===== src/hbc_pkg.sv =====
// constants shared by the h-bridge control and fault logic
// assumes one 250 MHz clock and a classic wishbone register port
package hbc_pkg;

  // ----------------------------------------------------------------
  // timing
  // ----------------------------------------------------------------
  localparam int unsigned CLK_PERIOD_NS   = 4;
  localparam int unsigned OFF_TIME_NS     = 20000;
  localparam int unsigned OFF_TIME_CYCLES = OFF_TIME_NS / CLK_PERIOD_NS;
  localparam int unsigned SYNC_STAGES     = 2;

  // ----------------------------------------------------------------
  // widths and thresholds
  // ----------------------------------------------------------------
  localparam int unsigned CUR_W  = 12;
  localparam int unsigned TEMP_W = 8;
  localparam logic [7:0]  TEMP_DERATE_START = 8'hA0;
  localparam logic [7:0]  TEMP_SHUTDOWN     = 8'hAF;
  localparam logic [3:0]  DERATE_SPAN       = 4'hF;

  // ----------------------------------------------------------------
  // register reset values
  // ----------------------------------------------------------------
  localparam logic [11:0] ILIM_BASE_RST  = 12'h28A;
  localparam logic [11:0] ILIM_FLOOR_RST = 12'h190;
  localparam logic [7:0]  TEMP_HYST_RST  = 8'h0A;

  // ----------------------------------------------------------------
  // register offsets
  // ----------------------------------------------------------------
  localparam logic [7:0] REG_STATUS     = 8'h00;
  localparam logic [7:0] REG_ILIM_BASE  = 8'h04;
  localparam logic [7:0] REG_ILIM_FLOOR = 8'h08;
  localparam logic [7:0] REG_TEMP_HYST  = 8'h0C;
  localparam logic [7:0] REG_LIMIT_NOW  = 8'h10;

  // ----------------------------------------------------------------
  // status field positions
  // ----------------------------------------------------------------
  localparam int unsigned ST_SHORT   = 0;
  localparam int unsigned ST_OVTEMP  = 1;
  localparam int unsigned ST_UNDERV  = 2;
  localparam int unsigned ST_OFFTIME = 3;
  localparam int unsigned ST_DRIVING = 4;
  localparam int unsigned ST_FLAG_N  = 5;
  localparam int unsigned ST_ASLEEP  = 6;

endpackage : hbc_pkg


===== src/hbc_top.sv =====
// h-bridge control and fault logic with a wishbone register port
// assumes control pins and fault detectors arrive unsynchronised
//
// Contract
// [RL1] drive only when awake, both disables released, no fault; equal inputs also drive
// [RL2] both inputs high turn on both high sides; both low both low sides
// [RL3] each half-bridge follows its own polarity input independently
// [RL4] either disable asserted switches all four switches off
// [RL5] sleep control low puts the bridge into sleep with outputs off
// [RL6] undervoltage, short or overtemperature tri-states outputs and pulls flag low
// [RL7] host toggles a disable input or cycles supply to clear the flag
// [RL8] undervoltage shutdown recovers by itself when the condition ends
// [RL9] a short latches outputs off whatever the inputs and pulls flag low
// [RL10] disable falling or inverted disable rising releases the short latch
// [RL11] with no latch and normal temperature outputs follow the inputs
// [RL12] current at the limit tri-states outputs for a fixed off-time
// [RL13] limit ramps down above 160 C to floor at 175 C; beyond, shutdown
// [RL14] overtemperature latches outputs off and pulls the flag low
// [RL15] overtemperature clears only when temperature is below threshold minus hysteresis
// [RL16] a successful latch release returns the fault flag high
// [RL17] host keeps input switching at or below 10 kHz
// [RL18] first input sets first output, second input sets second output
// [RL19] after undervoltage the present inputs are resumed and the flag rises
// [RL20] sleep keeps both outputs high impedance whatever other inputs are
// [RL21] all control inputs synchronised; clear edges seen on synced disables
// [RL22] off period timed by a clock-cycle counter at the typical off-time
`timescale 1ns/100ps
module hbc_top #(
  parameter int unsigned OFF_CYCLES = hbc_pkg::OFF_TIME_CYCLES
) (
  input  wire logic        clk,
  input  wire logic        reset_n,
  input  wire logic        wb_cyc_i,
  input  wire logic        wb_stb_i,
  input  wire logic        wb_we_i,
  input  wire logic [7:0]  wb_adr_i,
  input  wire logic [3:0]  wb_sel_i,
  input  wire logic [31:0] wb_dat_i,
  output logic      [31:0] wb_dat_o,
  output logic             wb_ack_o,
  input  wire logic        enable_awake,
  input  wire logic        polarity_input_a,
  input  wire logic        polarity_input_b,
  input  wire logic        disable_active_high,
  input  wire logic        disable_active_low,
  input  wire logic        undervoltage_detect,
  input  wire logic        short_circuit_detect,
  input  wire logic [11:0] current_sense_feedback,
  input  wire logic [7:0]  junction_temp,
  output logic             bridge_out_a,
  output logic             bridge_out_a_oe_n,
  output logic             bridge_out_b,
  output logic             bridge_out_b_oe_n,
  output logic             high_side_a_on,
  output logic             low_side_a_on,
  output logic             high_side_b_on,
  output logic             low_side_b_on,
  output logic             fault_flag_n,
  output logic             fault_flag_oe_n
);

  // ----------------------------------------------------------------
  // input synchronisation
  // ----------------------------------------------------------------
  logic [4:0] ctl_s;
  logic [1:0] det_s;
  logic       en_s, in_a_s, in_b_s, dis_h_s, dis_l_s;
  logic       uv_s, short_s;

  // control pins; reset values put the bridge asleep and disabled
  hbc_sync #(.WIDTH(5)) u_sync_ctl ( // RL21
    .clk      (clk),
    .reset_n  (reset_n),
    .rst_val  (5'h08),
    .async_in ({disable_active_low, disable_active_high, polarity_input_b,
                polarity_input_a, enable_awake}),
    .sync_out (ctl_s)
  );

  // analog fault detectors
  hbc_sync #(.WIDTH(2)) u_sync_det ( // RL21
    .clk      (clk),
    .reset_n  (reset_n),
    .rst_val  (2'h0),
    .async_in ({short_circuit_detect, undervoltage_detect}),
    .sync_out (det_s)
  );

  assign en_s    = ctl_s[0];
  assign in_a_s  = ctl_s[1];
  assign in_b_s  = ctl_s[2];
  assign dis_h_s = ctl_s[3];
  assign dis_l_s = ctl_s[4];
  assign uv_s    = det_s[0];
  assign short_s = det_s[1];

  // ----------------------------------------------------------------
  // sense words and disable edge detection
  // ----------------------------------------------------------------
  logic [11:0] cur_q;
  logic [7:0]  temp_q;
  logic        dis_h_prev_q, dis_l_prev_q;
  logic        clear_edge;

  // sense samples and previous disable levels
  always_ff @(posedge clk) begin
    if (!reset_n) begin
      cur_q        <= 12'h000;
      temp_q       <= 8'h00;
      dis_h_prev_q <= 1'b1;
      dis_l_prev_q <= 1'b0;
    end else begin
      cur_q        <= current_sense_feedback;
      temp_q       <= junction_temp;
      dis_h_prev_q <= dis_h_s;
      dis_l_prev_q <= dis_l_s;
    end
  end

  // falling active-high disable or rising active-low disable
  assign clear_edge = (dis_h_prev_q && !dis_h_s) || (!dis_l_prev_q && dis_l_s); // RL21

  // ----------------------------------------------------------------
  // register file
  // ----------------------------------------------------------------
  logic [11:0] ilim_base_q, ilim_floor_q, limit_q;
  logic [7:0]  temp_hyst_q;
  logic        ack_q;
  logic [31:0] rdat_q;
  logic        wr_now;
  logic [31:0] status_w;
  logic        short_q, ot_q, off_busy, fault_flag_n_q;
  logic        hs_a_q, ls_a_q, hs_b_q, ls_b_q;

  assign wr_now = wb_cyc_i && wb_stb_i && wb_we_i && ack_q;

  // writes land on the edge where the master samples ack
  always_ff @(posedge clk) begin
    if (!reset_n) begin
      ilim_base_q  <= hbc_pkg::ILIM_BASE_RST;
      ilim_floor_q <= hbc_pkg::ILIM_FLOOR_RST;
      temp_hyst_q  <= hbc_pkg::TEMP_HYST_RST;
    end else if (wr_now) begin
      if (wb_adr_i == hbc_pkg::REG_ILIM_BASE) begin
        if (wb_sel_i[0]) ilim_base_q[7:0]  <= wb_dat_i[7:0];
        if (wb_sel_i[1]) ilim_base_q[11:8] <= wb_dat_i[11:8];
      end
      if (wb_adr_i == hbc_pkg::REG_ILIM_FLOOR) begin
        if (wb_sel_i[0]) ilim_floor_q[7:0]  <= wb_dat_i[7:0];
        if (wb_sel_i[1]) ilim_floor_q[11:8] <= wb_dat_i[11:8];
      end
      if (wb_adr_i == hbc_pkg::REG_TEMP_HYST && wb_sel_i[0]) begin
        temp_hyst_q <= wb_dat_i[7:0];
      end
    end
  end

  assign status_w = {25'h0, !en_s, fault_flag_n_q, hs_a_q | ls_a_q,
                     off_busy, uv_s, ot_q, short_q};

  // ack one cycle after the request, dropped in the following cycle
  always_ff @(posedge clk) begin
    if (!reset_n) begin
      ack_q  <= 1'b0;
      rdat_q <= 32'h0000_0000;
    end else begin
      ack_q <= wb_cyc_i && wb_stb_i && !ack_q;
      unique case (wb_adr_i)
        hbc_pkg::REG_STATUS:     rdat_q <= status_w;
        hbc_pkg::REG_ILIM_BASE:  rdat_q <= {20'h0, ilim_base_q};
        hbc_pkg::REG_ILIM_FLOOR: rdat_q <= {20'h0, ilim_floor_q};
        hbc_pkg::REG_TEMP_HYST:  rdat_q <= {24'h0, temp_hyst_q};
        hbc_pkg::REG_LIMIT_NOW:  rdat_q <= {20'h0, limit_q};
        default:                 rdat_q <= 32'h0000_0000; // unmapped reads zero
      endcase
    end
  end

  assign wb_ack_o = ack_q;
  assign wb_dat_o = rdat_q;

  // ----------------------------------------------------------------
  // temperature-dependent current limit
  // ----------------------------------------------------------------
  logic [11:0] span_cur;
  logic [3:0]  over_deg;
  logic [15:0] derate_prod;

  // linear ramp from base at 160 C down to floor at 175 C
  always_comb begin
    span_cur = (ilim_base_q > ilim_floor_q) ? ilim_base_q - ilim_floor_q : 12'h000;
    if (temp_q <= hbc_pkg::TEMP_DERATE_START) begin
      over_deg = 4'h0;
    end else if (temp_q >= hbc_pkg::TEMP_SHUTDOWN) begin
      over_deg = hbc_pkg::DERATE_SPAN;
    end else begin
      over_deg = 4'(temp_q - hbc_pkg::TEMP_DERATE_START);
    end
    derate_prod = 16'(span_cur) * 16'(over_deg);
  end

  // limit in force for the next trip decision
  always_ff @(posedge clk) begin
    if (!reset_n) begin
      limit_q <= hbc_pkg::ILIM_BASE_RST;
    end else begin
      limit_q <= ilim_base_q - 12'(derate_prod / 16'(hbc_pkg::DERATE_SPAN)); // RL13
    end
  end

  // ----------------------------------------------------------------
  // fault latches
  // ----------------------------------------------------------------
  logic [7:0] release_temp;
  logic       ot_now, short_d, ot_d;

  assign release_temp = (temp_hyst_q < hbc_pkg::TEMP_SHUTDOWN) ?
                        hbc_pkg::TEMP_SHUTDOWN - temp_hyst_q : 8'h00;
  assign ot_now = temp_q > hbc_pkg::TEMP_SHUTDOWN; // RL13

  // set wins over a clear edge in the same cycle
  always_comb begin
    short_d = short_q;
    if (clear_edge) short_d = 1'b0; // RL10
    if (short_s) short_d = 1'b1; // RL9
    ot_d = ot_q;
    if (clear_edge && temp_q < release_temp) ot_d = 1'b0; // RL15
    if (ot_now) ot_d = 1'b1; // RL14
  end

  // latched faults and the active-low flag
  always_ff @(posedge clk) begin
    if (!reset_n) begin
      short_q        <= 1'b0;
      ot_q           <= 1'b0;
      fault_flag_n_q <= 1'b1;
    end else begin
      short_q <= short_d;
      ot_q    <= ot_d;
      // flag follows live undervoltage, disable while awake, latched faults
      fault_flag_n_q <= !(short_d || ot_d || uv_s || // RL6 RL16 RL19
                          (en_s && (dis_h_s || !dis_l_s)));
    end
  end

  assign fault_flag_n    = fault_flag_n_q;
  assign fault_flag_oe_n = fault_flag_n_q; // pull low only while flag is low

  // ----------------------------------------------------------------
  // current regulation and bridge drive
  // ----------------------------------------------------------------
  logic core_ok, drive_ok, trip;

  // awake, both disables released, no latch, supply good
  assign core_ok  = en_s && !dis_h_s && dis_l_s && !short_q && !ot_q && !uv_s; // RL1 RL4 RL5 RL8
  assign drive_ok = core_ok && !off_busy; // RL12
  assign trip     = drive_ok && (cur_q >= limit_q);

  hbc_offtimer #(.CYCLES(OFF_CYCLES)) u_offtimer (
    .clk     (clk),
    .reset_n (reset_n),
    .start   (trip), // RL12
    .busy    (off_busy)
  );

  // each half-bridge from its own input; equal inputs brake
  always_ff @(posedge clk) begin
    if (!reset_n) begin
      hs_a_q <= 1'b0;
      ls_a_q <= 1'b0;
      hs_b_q <= 1'b0;
      ls_b_q <= 1'b0;
    end else begin
      hs_a_q <= drive_ok && in_a_s; // RL2 RL3 RL11 RL18
      ls_a_q <= drive_ok && !in_a_s; // RL2 RL3
      hs_b_q <= drive_ok && in_b_s; // RL2 RL3 RL18
      ls_b_q <= drive_ok && !in_b_s; // RL2 RL3
    end
  end

  assign high_side_a_on    = hs_a_q;
  assign low_side_a_on     = ls_a_q;
  assign high_side_b_on    = hs_b_q;
  assign low_side_b_on     = ls_b_q;
  assign bridge_out_a      = hs_a_q;
  assign bridge_out_b      = hs_b_q;
  assign bridge_out_a_oe_n = !(hs_a_q || ls_a_q); // RL4 RL20
  assign bridge_out_b_oe_n = !(hs_b_q || ls_b_q); // RL4 RL20
endmodule : hbc_top


===== src/hbc_sync.sv =====
// multi-bit two-flop synchroniser for independent level inputs
// assumes each bit is a slow level; no word coherence is given
`timescale 1ns/100ps
module hbc_sync #(
  parameter int unsigned WIDTH  = 1,
  parameter int unsigned STAGES = hbc_pkg::SYNC_STAGES
) (
  input  wire logic             clk,
  input  wire logic             reset_n,
  input  wire logic [WIDTH-1:0] rst_val,
  input  wire logic [WIDTH-1:0] async_in,
  output logic      [WIDTH-1:0] sync_out
);

  // ----------------------------------------------------------------
  // shift chain, first stage read only by the next stage
  // ----------------------------------------------------------------
  logic [WIDTH-1:0] stage_q [STAGES];

  // chain of flops; reset value is a constant tie at the instance
  always_ff @(posedge clk) begin
    if (!reset_n) begin
      for (int i = 0; i < STAGES; i++) begin
        stage_q[i] <= rst_val;
      end
    end else begin
      stage_q[0] <= async_in;
      for (int i = 1; i < STAGES; i++) begin
        stage_q[i] <= stage_q[i-1];
      end
    end
  end

  assign sync_out = stage_q[STAGES-1];

endmodule : hbc_sync


===== src/hbc_offtimer.sv =====
// fixed off-time counter for constant off-time current regulation
// assumes start is a one-cycle pulse; starts while busy are ignored
`timescale 1ns/100ps
module hbc_offtimer #(
  parameter int unsigned CYCLES = hbc_pkg::OFF_TIME_CYCLES
) (
  input  wire logic clk,
  input  wire logic reset_n,
  input  wire logic start,
  output logic      busy
);

  localparam int unsigned CNT_W = $clog2(CYCLES + 1);
  localparam logic [CNT_W-1:0] LAST = CNT_W'(CYCLES - 1);

  logic [CNT_W-1:0] count_q;
  logic             busy_q;

  // ----------------------------------------------------------------
  // counter
  // ----------------------------------------------------------------
  // busy for exactly CYCLES cycles after the start pulse
  always_ff @(posedge clk) begin
    if (!reset_n) begin
      busy_q  <= 1'b0;
      count_q <= '0;
    end else if (!busy_q) begin
      busy_q  <= start; // RL22
      count_q <= '0;
    end else if (count_q == LAST) begin
      busy_q  <= 1'b0; // RL22
      count_q <= '0;
    end else begin
      count_q <= count_q + CNT_W'(1);
    end
  end

  assign busy = busy_q;
endmodule : hbc_offtimer


===== config.mk =====
export PLATFORM = sky130hd
export DESIGN_NAME = hbc_top
export DESIGN_NICKNAME = d
export VERILOG_FILES = /design/src/hbc_pkg.sv /design/src/hbc_top.sv /design/src/hbc_sync.sv /design/src/hbc_offtimer.sv
export SDC_FILE = /design/constraint.sdc
export NUM_CORES = 1
export LEC_CHECK = 0
export ABC_AREA = 1
export BUFFER_PORTS_ARGS = -buffer_cell sky130_fd_sc_hd__buf_2
export CAP_MARGIN = 20
export CORE_MARGIN = 4
export CORE_UTILIZATION = 40
export CTS_CLUSTER_DIAMETER = 60
export DETAILED_ROUTE_END_ITERATION = 10
export PLACE_DENSITY = 0.59
export SLEW_MARGIN = 10
export SYNTH_ARGS = -nofsm -noshare
export SYNTH_HDL_FRONTEND = slang
export SYNTH_SLANG_ARGS = --single-unit
export TNS_END_PERCENT = 10

===== constraint.sdc =====
create_clock -name clk -period 27 [get_ports clk]
set_input_delay 5.4 -clock clk [delete_from_list [all_inputs] [get_ports clk]]
set_output_delay 5.4 -clock clk [all_outputs]
set_load 0.01 [all_outputs]

==> impl_metrics.json <==
{
  "status": "complete, no violations",
  "fin_area_mm2": 0.00990,
  "fin_crit_sh": 0.446,
  "pwr-share-comb": 0.132,
  "firstDrtPassIters": 5,
  "synth_flop_cell": "dfxtp_1",
  "multi_input_area_mm2": 0.00534,
  "hold_viol_final": 0,
  "r2r_cells": 92,
  "fin_skew_ns": 0.0115,
  "synth.cell_area_mm2": 0.00877,
  "syn_area_per_cell_um2": 6.82,
  "async_flop_share": 0,
  "muxShareOfSynthArea": 0,
  "reg2reg_to": "limit_q[10]$_SDFF_PN0_",
  "cts.sinks": 114,
  "synthXorXnorAreaFrac": 0.0200,
  "grt_pass1_wl_um": 35700,
  "synth.distinct_cells": 53,
  "p_clk_frac": 0.472,
  "grt-ovfl-total": 0,
  "stdcell_count": 1649,
  "clkTransAtPathRegs_ns": 0.06,
  "switching_share": 0.274,
  "finalSetupTns_ns": 0,
  "fmax_mhz": 83.1,
  "synth-compound-area-share": 0.143,
  "yosysTopAreaCell": "dfxtp_1",
  "slew_violations": 0,
  "wl_per_cell_um": 12.9,
  "routed_wl_um": 21300,
  "powerDensity_mw_per_mm2": 44.9,
  "die_area_mm2": 0.0244,
  "core_area_mm2": 0.0213,
  "holdBufCountCts": 0,
  "yosys.area_share.simple": 0.293,
  "ios": 119,
  "hold_path.class": "flip-flop to flip-flop",
  "post_cts_buffers": 0,
  "dpl_cell_area_mm2": 0.00933,
  "vias": 7987,
  "syn_inst": 1286,
  "regArea_mm2": 0.00228,
  "tightest_slew_ns": 0.986,
  "cp.required_ns": 27.34,
  "crit_top_cell": "nand2_2",
  "start_util": 0.412,
  "area_growth_syn_to_layout_pct": 12.9,
  "switching_power_w": 0.000122,
  "ant_nets": 0,
  "synth-seq-area-share": 0.260,
  "fill_cells": 2199,
  "min_from": "u_sync_ctl.stage_q[0][4]$_SDFF_PN0_",
  "clk_path_buf_depth": 2,
  "intPower_w": 0.000323,
  "rr_startpoint": "ilim_floor_q[1]$_SDFFE_PN0P_",
  "p_leak_nw": 5.16,
  "synthTopCellsByArea": "dfxtp_1 (26%), nand2_1 (11%), inv_1 (10%), ha_1 (9.4%), nor2_1 (5.7%)",
  "pwr-share-seq": 0.395,
  "row_count": 53,
  "vdd_drop_max_mv": 0.0375,
  "die-width_um": 156,
  "root_buffer": "clkbuf_16",
  "cap_violations": 0,
  "synth_most_common_cell": "nand2_1",
  "yosys.area.top_type_share": 0.260,
  "cts_buffers": 17,
  "track_usage": 0.179,
  "total_power_w": 0.000445,
  "ys_seq_elements": 114,
  "drt_iter0_drc": 450,
  "drc": 0,
  "synth_edf_count": 0,
  "synth_top_family_by_area": "simple AND/OR/NAND/NOR gates",
  "layout-drive-gt1-share": 0.162,
  "whs_endpoint": "u_sync_ctl.stage_q[0][9]$_SDFF_PN0_",
  "synth_adder_area_share": 0.144,
  "htree_levels": 4,
  "critPathSlowestCell": "fa_1",
  "setup_violations": 0,
  "cts_tree": "yes",
  "crit_fanout": 6,
  "fin_nets": 1525,
  "synthTopCellsByCount": "nand2_1 (246), inv_1 (237), nor2_1 (134)",
  "worst_setup_path_end_kind": "flip-flop",
  "insertion_delay_ns": 0.41,
  "fin_crit_ns": 12.04,
  "utilization": 0.465,
  "dp_cells": 1616,
  "dp_hpwl_um": 17300,
  "grt_pass1_vias": 7389,
  "rsz0062_at_grt": "no",
  "vias_per_cell": 4.84,
  "cts_resized": 0,
  "ys_warn_count": 0,
  "min_path_cells": 2,
  "worstPathArrival_ns": 12.38,
  "die_h_um": 156,
  "gp_congestion": 0.872,
  "grt_max_degree": 74,
  "reg2reg_setup_slack_ns": 14.96,
  "critPathLaunchType": "flip-flop",
  "max_slew_margin": 0.335,
  "antenna_found_initial": 0,
  "cpPeakStageDelay_ns": 0.49,
  "diodes": 0,
  "io_buffers": 76,
  "critical_path_class": "flip-flop to flip-flop"
}
[routing by layer]
metal / global-route usage / wire [um] / vias to the layer above
li1: - / - / 4201
met1: 0.259 / 10600 / 3603
met2: 0.277 / 9280 / 163
met3: 0.0258 / 1080 / 20
met4: 0.0521 / 320 / 0
met5: 0 / 0 / -
[worst max-delay path, delay by kind of cell, from the launching register on]
kind / cells / cell delay (ns)
buf+inv: 11 / 0.71
simple gates: 56 / 5.53
xor+xnor: 1 / 0.18
flops: 1 / 0.42
compound gates: 17 / 2.86
fa+ha+maj: 7 / 2.26
[how the worst max path moves through the flow]
stage | startpoint | to | slack (ns) | cells past startpoint
floorplan | ilim_floor_q[2]$_SDFFE_PN0P_ | limit_q[10]$_SDFF_PN0_ | 16.54 | 91
global placement | ilim_base_q[10]$_SDFFE_PN0P_ | limit_q[10]$_SDFF_PN0_ | 15.24 | 88
detailed placement | ilim_floor_q[1]$_SDFFE_PN0P_ | limit_q[10]$_SDFF_PN0_ | 15.00 | 92
CTS | ilim_floor_q[1]$_SDFFE_PN0P_ | limit_q[10]$_SDFF_PN0_ | 14.97 | 92
global route | ilim_floor_q[1]$_SDFFE_PN0P_ | limit_q[10]$_SDFF_PN0_ | 13.54 | 95
finish | ilim_floor_q[1]$_SDFFE_PN0P_ | limit_q[10]$_SDFF_PN0_ | 14.96 | 92
[registers in the layout (all words and copies together), names as in the netlist, 4 cells and up]
signal	count
temp_hyst_q	8
temp_q	8
u_offtimer.count_q	13
cur_q	12
u_sync_ctl.stage_q	10
wb_dat_o	12
u_sync_det.stage_q	4
ilim_base_q	12
limit_q	12
ilim_floor_q	12
[cell usage in the layout (no fill, tap or decap), drive strengths merged, types with 3 or more instances in the layout]
cell type	instances
a211oi	7
a21o	4
a21oi	73
a221oi	10
buf	78
clkbuf	18
clkinv	13
conb	20
dfxtp	114
fa	22
ha	66
inv	261
nand2	290
nand3	55
nand4	24
nor2	145
nor3	20
nor3b	3
nor4	6
o211ai	9
o21ai	69
o21bai	9
o22ai	7
o31ai	6
or2	11
xnor2	7
xor2	13
[power by group through the flow]
stage	combinational, W	sequential (W)	clock (W)
after floorplan	0.0000459	0.000179	0
after global placement	0.0000578	0.000179	0
after detailed placement	0.0000585	0.000179	0
after CTS	0.0000590	0.000176	0.000213
after global routing	0.0000675	0.000176	0.000222
final	0.0000589	0.000176	0.000210
[stage by stage]
step | hold slack (ns) | setup slack, ns
6_report | 0.405 | 14.96
5_1_grt | 0.420 | 13.54
4_1_cts | 0.407 | 14.97
3_5_place_dp | 0.397 | 15.00
3_3_place_gp | 0.396 | 15.24
2_1_floorplan | 0.390 | 16.54
[cells by family after synthesis]
| logic type | after synthesis |
|---|---|
| AO/OA/AOI/OAI | 202 |
| XOR/XNOR | 20 |
| adder cells (fa/ha/maj) | 88 |
| buffers and inverters | 303 |
| flip-flops | 114 |
| other | 1 |
| AND/OR/NAND/NOR | 558 |
[layout make-up]
| type | instances | area share |
|---|---|---|
| Multi-Input combinational cell | 888 | 0.539 |
| Sequential cell | 114 | 0.230 |
| Inverter | 262 | 0.0993 |
| Clock buffer | 18 | 0.0433 |
| Timing Repair Buffer | 78 | 0.0399 |
| Tap cell | 275 | 0.0347 |
| Clock inverter | 14 | 0.0136 |
(Power assumes the default switching activity.)
